`config.mk`:
```
export PLATFORM = sky130hd
export DESIGN_NAME = cts_touch_scan
export DESIGN_NICKNAME = d
export VERILOG_FILES = /design/src/cts_touch_scan.v
export VERILOG_INCLUDE_DIRS = /design/src
export SDC_FILE = /design/constraint.sdc
export NUM_CORES = 2
export LEC_CHECK = 0
export BUFFER_PORTS_ARGS = -buffer_cell sky130_fd_sc_hd__buf_2
export CAP_MARGIN = 15
export CORE_ASPECT_RATIO = 0.6
export CORE_MARGIN = 5
export CORE_UTILIZATION = 56
export CTS_CLUSTER_SIZE = 28
export DETAILED_ROUTE_END_ITERATION = 6
export GPL_ROUTABILITY_DRIVEN = 0
export HOLD_SLACK_MARGIN = 0.05
export PLACE_DENSITY = 0.72
export SLEW_MARGIN = 10
export SYNTH_ARGS = -nofsm -noshare
export SYNTH_HDL_FRONTEND = slang
export SYNTH_SLANG_ARGS = --single-unit
```
`constraint.sdc`:
```
create_clock -name clk_in -period 2.5 [get_ports clk_in]
set_input_delay 0.25 -clock clk_in [delete_from_list [all_inputs] [get_ports clk_in]]
set_output_delay 0.25 -clock clk_in [all_outputs]
set_load 0.005 [all_outputs]
```
`src/cts_defs.vh`:
```
`ifndef CTS_DEFS_VH
`define CTS_DEFS_VH
// register byte offsets
`define CTS_REG_CTRL 8'h00
`define CTS_REG_START 8'h04
`define CTS_REG_INTERVAL 8'h08
`define CTS_REG_TIMING 8'h0C
`define CTS_REG_MASKS 8'h10
`define CTS_REG_STATUS 8'h14
`define CTS_REG_IRQ_STAT 8'h18
`define CTS_REG_IRQ_CLR 8'h1C
`define CTS_REG_IRQ_EN 8'h20
`define CTS_REG_TOUCHED 8'h24
`define CTS_REG_GROUPS 8'h28
`define CTS_REG_THRESH0 8'h40
`define CTS_REG_RESULT0 8'h80
// ctrl fields
`define CTS_CTRL_SRC 0
`define CTS_CTRL_BOTH 1
`define CTS_CTRL_LEVEL 2
// reset values
`define CTS_INTERVAL_RST 16'h0100
`define CTS_TIMING_RST 32'h0100_0404
`define CTS_THRESH_RST 16'h0000
`endif

```
`src/cts_touch_scan.v`:
```
// Contract
// - select=1: one sequence per software start request, no periodic starts.
// - select=0: sequences start periodically from the internal interval timer.
// - interval between timed starts is a programmable count of clock cycles.
// - sequencer keeps running timed scans while the system sleeps.
// - sequencer and counters run on the 8 MHz fast clock.
// - bias, pad power and start strobe come in sequence with programmable timing.
// - pad power and start strobe gated per pad by 10-bit work mask.
// - pulses per pad counted during interval; final count readable per pad.
// - all ten pad counters run in parallel in one sequence.
// - pad touched when its count is below that pad's threshold.
// - two 10-bit masks define wake group a and wake group b.
// - by default wakeup when any pad in group a is touched.
// - two-group mode: wakeup only when both groups have touched pads.
// - touch detection raises interrupt and a deep-sleep wake request.
// - one pulse per swing; touch judged on equal-length count intervals.
// - a setting selects the initial level of each pad's swing.
`timescale 1ns/1ps
`default_nettype none
`include "cts_defs.vh"
module cts_touch_scan #(
   parameter NPADS = 10,
   parameter CW = 16
) (
   // clock and reset (fast clock, nominally 8 MHz)
   input wire clk_in,
   input wire rstn_in,
   // avalon-mm slave
   input wire [7:0] avs_address_in,
   input wire avs_read_in,
   input wire avs_write_in,
   input wire [31:0] avs_writedata_in,
   input wire [3:0] avs_byteenable_in,
   output wire [31:0] avs_readdata_out,
   output wire avs_waitrequest_out,
   // analog front end
   input wire [NPADS-1:0] pad_pulse_out_in,
   output reg front_end_bias_enable_out,
   output reg [NPADS-1:0] pad_power_enable_out,
   output reg [NPADS-1:0] pad_start_out,
   output reg initial_level_select_out,
   // system
   output wire irq_out,
   output reg deep_sleep_wake_out
);
   localparam S_IDLE = 3'h0;
   localparam S_BIAS = 3'h1;
   localparam S_POWER = 3'h2;
   localparam S_START = 3'h3;
   localparam S_MEAS = 3'h4;
   localparam S_EVAL = 3'h5;

   reg start_source_select;
   reg wake_both_groups;
   reg [15:0] measure_interval_cycles;
   reg [31:0] timing;
   reg [NPADS-1:0] pad_work_mask;
   reg [NPADS-1:0] wake_group_a_mask;
   reg [NPADS-1:0] wake_group_b_mask;
   reg single_measure_request;
   reg [1:0] irq_stat;
   reg [1:0] irq_en;
   reg [NPADS-1:0] touched;
   reg [1:0] group_hit;
   reg [2:0] state;
   reg [15:0] step_cnt;
   reg [15:0] sleep_cnt;
   reg [31:0] rdata;
   reg rd_done;
   reg [NPADS*CW-1:0] thresh;
   reg [NPADS*CW-1:0] pad_count_result;
   reg [NPADS*CW-1:0] run_cnt;
   reg [NPADS-1:0] sy1;
   reg [NPADS-1:0] sy2;
   reg [NPADS-1:0] sy3;
   wire [NPADS-1:0] next_touched;
   reg [31:0] next_rdata;
   reg seq_done;
   reg wake_event;
   integer i;
   integer j;

   wire wr = avs_write_in;
   wire [7:0] bias_time = timing[7:0];
   wire [7:0] power_time = timing[15:8];
   wire [15:0] meas_time = timing[31:16];
   wire step_end = (step_cnt == 16'h0000);
   // a timed start only fires from idle; a wrap during a scan is dropped, not held
   wire timer_start = ~start_source_select & (sleep_cnt == 16'h0000);
   wire go = (state == S_IDLE) & (start_source_select ? single_measure_request : timer_start);
   wire [NPADS-1:0] pulse_rise = sy2 & ~sy3;

   assign avs_waitrequest_out = avs_read_in & ~rd_done;
   assign avs_readdata_out = rdata;
   assign irq_out = |(irq_stat & irq_en);

   // pad pulses cross from the analog side through three flops
   always @(posedge clk_in)
   begin
      if (!rstn_in)
      begin
         sy1 <= {NPADS{1'b0}};
         sy2 <= {NPADS{1'b0}};
         sy3 <= {NPADS{1'b0}};
      end
      else
      begin
         sy1 <= pad_pulse_out_in;
         sy2 <= sy1;
         sy3 <= sy2;
      end
   end

   always @*
   begin
      wake_event = 1'b0;
      if (seq_done)
      begin
         if (wake_both_groups)
         begin
            wake_event = (|(next_touched & wake_group_a_mask)) & (|(next_touched & wake_group_b_mask));
         end
         else
         begin
            wake_event = |(next_touched & wake_group_a_mask);
         end
      end
   end

   // sequencer: one clock domain, no sleep gating, so it keeps scanning in sleep
   always @(posedge clk_in)
   begin
      if (!rstn_in)
      begin
         state <= S_IDLE;
         step_cnt <= 16'h0000;
         sleep_cnt <= `CTS_INTERVAL_RST;
         front_end_bias_enable_out <= 1'b0;
         pad_power_enable_out <= {NPADS{1'b0}};
         pad_start_out <= {NPADS{1'b0}};
         seq_done <= 1'b0;
      end
      else
      begin
         seq_done <= 1'b0;
         if (start_source_select | (sleep_cnt == 16'h0000))
         begin
            sleep_cnt <= measure_interval_cycles;
         end
         else
         begin
            sleep_cnt <= sleep_cnt - 16'h0001;
         end
         if (!step_end)
         begin
            step_cnt <= step_cnt - 16'h0001;
         end
         case (state)
            S_IDLE:
            begin
               if (go)
               begin
                  state <= S_BIAS;
                  front_end_bias_enable_out <= 1'b1;
                  step_cnt <= {8'h00, bias_time};
               end
            end
            S_BIAS:
            begin
               if (step_end)
               begin
                  state <= S_POWER;
                  pad_power_enable_out <= pad_work_mask;
                  step_cnt <= {8'h00, power_time};
               end
            end
            S_POWER:
            begin
               if (step_end)
               begin
                  state <= S_START;
                  pad_start_out <= pad_work_mask;
               end
            end
            S_START:
            begin
               pad_start_out <= {NPADS{1'b0}};
               state <= S_MEAS;
               // same window length every scan keeps counts comparable
               step_cnt <= meas_time;
            end
            S_MEAS:
            begin
               if (step_end)
               begin
                  state <= S_EVAL;
                  pad_power_enable_out <= {NPADS{1'b0}};
                  front_end_bias_enable_out <= 1'b0;
                  seq_done <= 1'b1;
               end
            end
            S_EVAL:
            begin
               state <= S_IDLE;
            end
            default:
            begin
               state <= S_IDLE;
            end
         endcase
      end
   end

   // ten counters in parallel; pulses count only while measuring
   genvar g;
   generate
      for (g = 0; g < NPADS; g = g + 1)
      begin : pads
         assign next_touched[g] = pad_work_mask[g] & (run_cnt[g*CW +: CW] < thresh[g*CW +: CW]);
         always @(posedge clk_in)
         begin
            if (!rstn_in)
            begin
               run_cnt[g*CW +: CW] <= {CW{1'b0}};
            end
            else if (state == S_START)
            begin
               run_cnt[g*CW +: CW] <= {CW{1'b0}};
            end
            else if ((state == S_MEAS) && pad_work_mask[g] && pulse_rise[g] && ~&run_cnt[g*CW +: CW])
            begin
               run_cnt[g*CW +: CW] <= run_cnt[g*CW +: CW] + 1'b1;
            end
         end
      end
   endgenerate

   // results and interrupt
   always @(posedge clk_in)
   begin
      if (!rstn_in)
      begin
         pad_count_result <= {NPADS*CW{1'b0}};
         touched <= {NPADS{1'b0}};
         group_hit <= 2'b00;
         irq_stat <= 2'b00;
         deep_sleep_wake_out <= 1'b0;
      end
      else
      begin
         if (seq_done)
         begin
            pad_count_result <= run_cnt;
            touched <= next_touched;
            group_hit <= {|(next_touched & wake_group_b_mask), |(next_touched & wake_group_a_mask)};
         end
         // set beats clear in the same cycle
         if (wr && avs_address_in == `CTS_REG_IRQ_CLR && avs_byteenable_in[0])
         begin
            irq_stat <= (irq_stat & ~avs_writedata_in[1:0]) | {seq_done, wake_event};
            deep_sleep_wake_out <= (deep_sleep_wake_out & ~avs_writedata_in[0]) | wake_event;
         end
         else
         begin
            irq_stat <= irq_stat | {seq_done, wake_event};
            deep_sleep_wake_out <= deep_sleep_wake_out | wake_event;
         end
      end
   end

   // register writes
   always @(posedge clk_in)
   begin
      if (!rstn_in)
      begin
         start_source_select <= 1'b0;
         wake_both_groups <= 1'b0;
         initial_level_select_out <= 1'b0;
         measure_interval_cycles <= `CTS_INTERVAL_RST;
         timing <= `CTS_TIMING_RST;
         pad_work_mask <= {NPADS{1'b0}};
         wake_group_a_mask <= {NPADS{1'b0}};
         wake_group_b_mask <= {NPADS{1'b0}};
         single_measure_request <= 1'b0;
         irq_en <= 2'b00;
         thresh <= {NPADS*CW{1'b0}};
      end
      else
      begin
         if (go)
         begin
            single_measure_request <= 1'b0;
         end
         if (wr)
         begin
            case (avs_address_in)
               `CTS_REG_CTRL:
               begin
                  if (avs_byteenable_in[0])
                  begin
                     start_source_select <= avs_writedata_in[`CTS_CTRL_SRC];
                     wake_both_groups <= avs_writedata_in[`CTS_CTRL_BOTH];
                     initial_level_select_out <= avs_writedata_in[`CTS_CTRL_LEVEL];
                  end
               end
               `CTS_REG_START:
               begin
                  if (avs_byteenable_in[0] && avs_writedata_in[0])
                  begin
                     single_measure_request <= 1'b1;
                  end
               end
               `CTS_REG_INTERVAL:
               begin
                  measure_interval_cycles <= avs_writedata_in[15:0];
               end
               `CTS_REG_TIMING:
               begin
                  timing <= avs_writedata_in;
               end
               `CTS_REG_MASKS:
               begin
                  pad_work_mask <= avs_writedata_in[9:0];
                  wake_group_a_mask <= avs_writedata_in[19:10];
                  wake_group_b_mask <= avs_writedata_in[29:20];
               end
               `CTS_REG_IRQ_EN:
               begin
                  irq_en <= avs_writedata_in[1:0];
               end
               default:
               begin
                  for (i = 0; i < NPADS; i = i + 1)
                  begin
                     if (avs_address_in == `CTS_REG_THRESH0 + 4 * i)
                     begin
                        thresh[i*CW +: CW] <= avs_writedata_in[CW-1:0];
                     end
                  end
               end
            endcase
         end
      end
   end

   // reads answer one cycle after request
   always @*
   begin
      next_rdata = 32'h0000_0000;
      case (avs_address_in)
         `CTS_REG_CTRL: next_rdata = {29'h0, initial_level_select_out, wake_both_groups, start_source_select};
         `CTS_REG_START: next_rdata = {31'h0, single_measure_request};
         `CTS_REG_INTERVAL: next_rdata = {16'h0, measure_interval_cycles};
         `CTS_REG_TIMING: next_rdata = timing;
         `CTS_REG_MASKS: next_rdata = {2'b00, wake_group_b_mask, wake_group_a_mask, pad_work_mask};
         `CTS_REG_STATUS: next_rdata = {28'h0, (state != S_IDLE), state};
         `CTS_REG_IRQ_STAT: next_rdata = {30'h0, irq_stat};
         `CTS_REG_IRQ_EN: next_rdata = {30'h0, irq_en};
         `CTS_REG_TOUCHED: next_rdata = {22'h0, touched};
         `CTS_REG_GROUPS: next_rdata = {30'h0, group_hit};
         default:
         begin
            for (j = 0; j < NPADS; j = j + 1)
            begin
               if (avs_address_in == `CTS_REG_THRESH0 + 4 * j)
               begin
                  next_rdata = {16'h0, thresh[j*CW +: CW]};
               end
               if (avs_address_in == `CTS_REG_RESULT0 + 4 * j)
               begin
                  next_rdata = {16'h0, pad_count_result[j*CW +: CW]};
               end
            end
         end
      endcase
   end

   always @(posedge clk_in)
   begin
      if (!rstn_in)
      begin
         rdata <= 32'h0000_0000;
         rd_done <= 1'b0;
      end
      else
      begin
         rd_done <= avs_read_in & ~rd_done;
         if (avs_read_in & ~rd_done)
         begin
            rdata <= next_rdata;
         end
      end
   end
endmodule
`default_nettype wire

```
==> results_dict.tcl <==
set metrics [dict create \
    yosys-top-cells-area "dfxtp_1 (41%), mux2i_1 (8.3%), ha_1 (6.0%), nor2_1 (6.0%), nand2_1 (5.3%)" \
    root_buffer "clkbuf_16" \
    peakVddDrop_uv 600 \
    grt_pass1_vias 29900 \
    dpl-instance-area_mm2 0.0380 \
    hold_class "primary input to flip-flop" \
    drcViolationCount 38 \
    finalCriticalPeriod_ns 2.52 \
    io_buffer_count 111 \
    ys_ff_latch 699 \
    start_kind "flip-flop" \
    drv_cap 0 \
    finalHoldViolCount 0 \
    worstPathArrival_ns 3.02 \
    pin_count 115 \
    synth_mux_area_share_pct 8.41 \
    final_area_mm2 0.0410 \
    synth_compound_area_share_pct 15.5 \
    synth_nets 4223 \
    dieArea_mm2 0.0657 \
    rows 69 \
    die_width_um 327 \
    mostFrequentLayoutCell "dfxtp_1" \
    via_count 33100 \
    fin_crit_sh_pct 101 \
    total_power_mw 24.7 \
    ys_seq_area_share_pct 41.3 \
    h-tree-depth 3 \
    status "complete, but fails checks" \
    mostFrequentLayoutCells "dfxtp_1 (685), nor2_1 (535), nand2_1 (477)" \
    synth.avg_cell_area_um2 8.46 \
    grt_max_degree 153 \
    net-switching-power_mw 6.33 \
    clock_latency_ns 0.64 \
    ys_types 91 \
    finalSetupTns_ns -0.0164 \
    grt_pass1_wl_um 189000 \
    synth_top_area_cell "dfxtp_1" \
    synth_area_mm2 0.0339 \
    cts_tree "done" \
    worstHoldStart "avs_writedata_in[1]" \
    p_clk_share_pct 43.6 \
    rsz0062_at_grt "yes" \
    tightest_slew_ns 1.08 \
    crit_required_ns 3.00 \
    synthSimpleGateAreaFrac_pct 20.0 \
    hold_end "thresh[97]" \
    regToRegSetupSlack_ns -0.02 \
    fmax_mhz 397 \
    synth_xor_area_share_pct 3.85 \
    drt-vias-per-instance 6.31 \
    combPwrFrac_pct 9.8 \
    report.final.slew_viol_count 0 \
    route.met2.wl_um 47300 \
    swShare_pct 25.6 \
    skew_ns 0.0300 \
    ys_warn_count 0 \
    finalNonFillerCells 5246 \
    die_h_um 200 \
    hpwl_um 92500 \
    drtPass1Iterations 7 \
    whs_ns 0.114 \
    cts.path.max_buffers 3 \
    drt-total-wl_um 128000 \
    grt_util_all_layers_pct 37.2 \
    path_clk_slew_ns 0.07 \
    dpl.cell_count 5089 \
    syn_to_final_growth_pct 21.1 \
    synth_cells 4002 \
    p_leak_nw 15.6 \
    coreArea_mm2 0.0596 \
    antenna_found_initial 0 \
    yosysTopAreaCellShare_pct 41.3 \
    top_layer "met4" \
    fin_util_pct 68.9 \
    synth_top_family_by_area "simple AND/OR/NAND/NOR gates" \
    worstReg2RegEnd "irq_stat[0]" \
    reg2regPathDepth 10 \
    ant_nets 0 \
    async_flop_share_pct 0 \
    critPathMaxFanout 3 \
    start_util_pct 56.8 \
    place_ws_ns -0.364 \
    nets 4631 \
    seq_power_share_pct 46.6 \
    route.met3.wl_um 22300 \
    drt_iter0_markers 5245 \
    power_density_mw_per_mm2 603 \
    numCtsBuffers 67 \
    overflow 0 \
    met1_length_um 53400 \
    p_int_mw 18.4 \
    cts.sinks 699 \
    setup_viol 1 \
    routedWlPerCell_um 24.4 \
    synth-edff-count 0 \
    path_class "flip-flop to flip-flop" \
    yosys.area_share.adder_pct 6.02 \
    whs_path_depth 3 \
    max_slew_margin_pct 27.7 \
    drive_above_1_share_pct 17.5 \
    violations "design-rule violations, negative setup slack" \
    timing.rr.start "thresh[88]" \
    layout_setup_ws_ns -0.0164 \
    endpoint_kind "flip-flop" \
    synth-main-ff-cell "dfxtp_1" \
]
[layout make-up]
cell class / count / area, um2
inverter: 196 / 743
fill: 4804 / 18600
clock inverter: 29 / 307
multi-input combinational: 2883 / 18600
antenna: 2 / 5.00
clock buffer: 93 / 2000
sequential: 699 / 14000
timing repair buffer: 563 / 4370
tap: 781 / 977
[power groups by stage]
stage / logic, mW / registers [mW] / clock network, mW
global route: 2.60 / 11.6 / 11.3
detailed placement: 2.25 / 11.8 / 0
finish: 2.42 / 11.5 / 10.8
global placement: 2.22 / 11.8 / 0
floorplan: 1.50 / 11.7 / 0
CTS: 2.31 / 11.5 / 10.8
[metal layers]
metal	up-vias	GRT usage [%]
met2	2328	47.7
li1	14800	-
met3	378	17.1
met4	0	11.9
met5	-	0
met1	15600	54.6
[cell usage after synthesis, types with 37 or more instances]
cell type  instances
ha_1             163
nand3_1          127
inv_1            193
nor3_1            61
a211oi_1          40
clkbuf_1         145
xor2_1           104
and2_1            39
a221oi_1          44
mux2i_1          281
nor2_1           538
nand2_1          478
dfxtp_1          699
o21ai_0          121
buf_2             37
a21oi_1          281
nand4_1           40
xnor2_1           45
a22oi_1           86
[how the worst max path moves through the flow]
stage	slack (ns)	endpoint	start	depth (start not counted)
2_1_floorplan	0.11	deep_sleep_wake_out	thresh[18]	10
3_3_place_gp	-0.29	avs_readdata_out[7]	avs_address_in[1]	10
3_5_place_dp	-0.36	avs_readdata_out[8]	avs_address_in[1]	10
4_1_cts	0.008	group_hit[0]	thresh[53]	11
5_1_grt	-0.08	irq_stat[0]	thresh[89]	12
6_report	-0.02	irq_stat[0]	thresh[88]	10
[flip-flops by register name (all words and copies together), names as in the netlist, 16 cells and up]
signal and flops:
timing 32, sleep_cnt 16, run_cnt 160, measure_interval_cycles 16, step_cnt 16, thresh 160, avs_readdata_out 32, pad_count_result 160
[worst max-delay path, stage by stage (launching register included)]
cell and delay, ns:
dfxtp_1 0.49, inv_1 0.08, ha_1 0.29, nand4_1 0.15, a211oi_4 0.30, a211oi_2 0.12, buf_4 0.17, a211oi_2 0.19
nand4_1 0.15, o311ai_2 0.33, o21ai_1 0.11
[logic make-up (layout without fill, tap and decap cells)]
logic type | Yosys count | count (layout)
AND/OR/NAND/NOR | 1480 | 1480
AO/OA/AOI/OAI | 806 | 807
flip-flops | 699 | 699
buffers and inverters | 421 | 881
multiplexers | 284 | 284
adder cells (fa/ha/maj) | 163 | 163
XOR/XNOR | 149 | 149
other | 0 | 2
[repair_timing]
action | 4_1_cts | 5_1_grt
hold buffers | 27 | 0
endpoints found under the setup margin | 4 | 40
pin swaps | 2 | 21
setup buffers | 0 | 5
hold endpoints to repair | 41 | 0
cloned | 0 | 1
resized for setup | 11 | 82
Note: power is estimated with default switching activity, not from simulation.
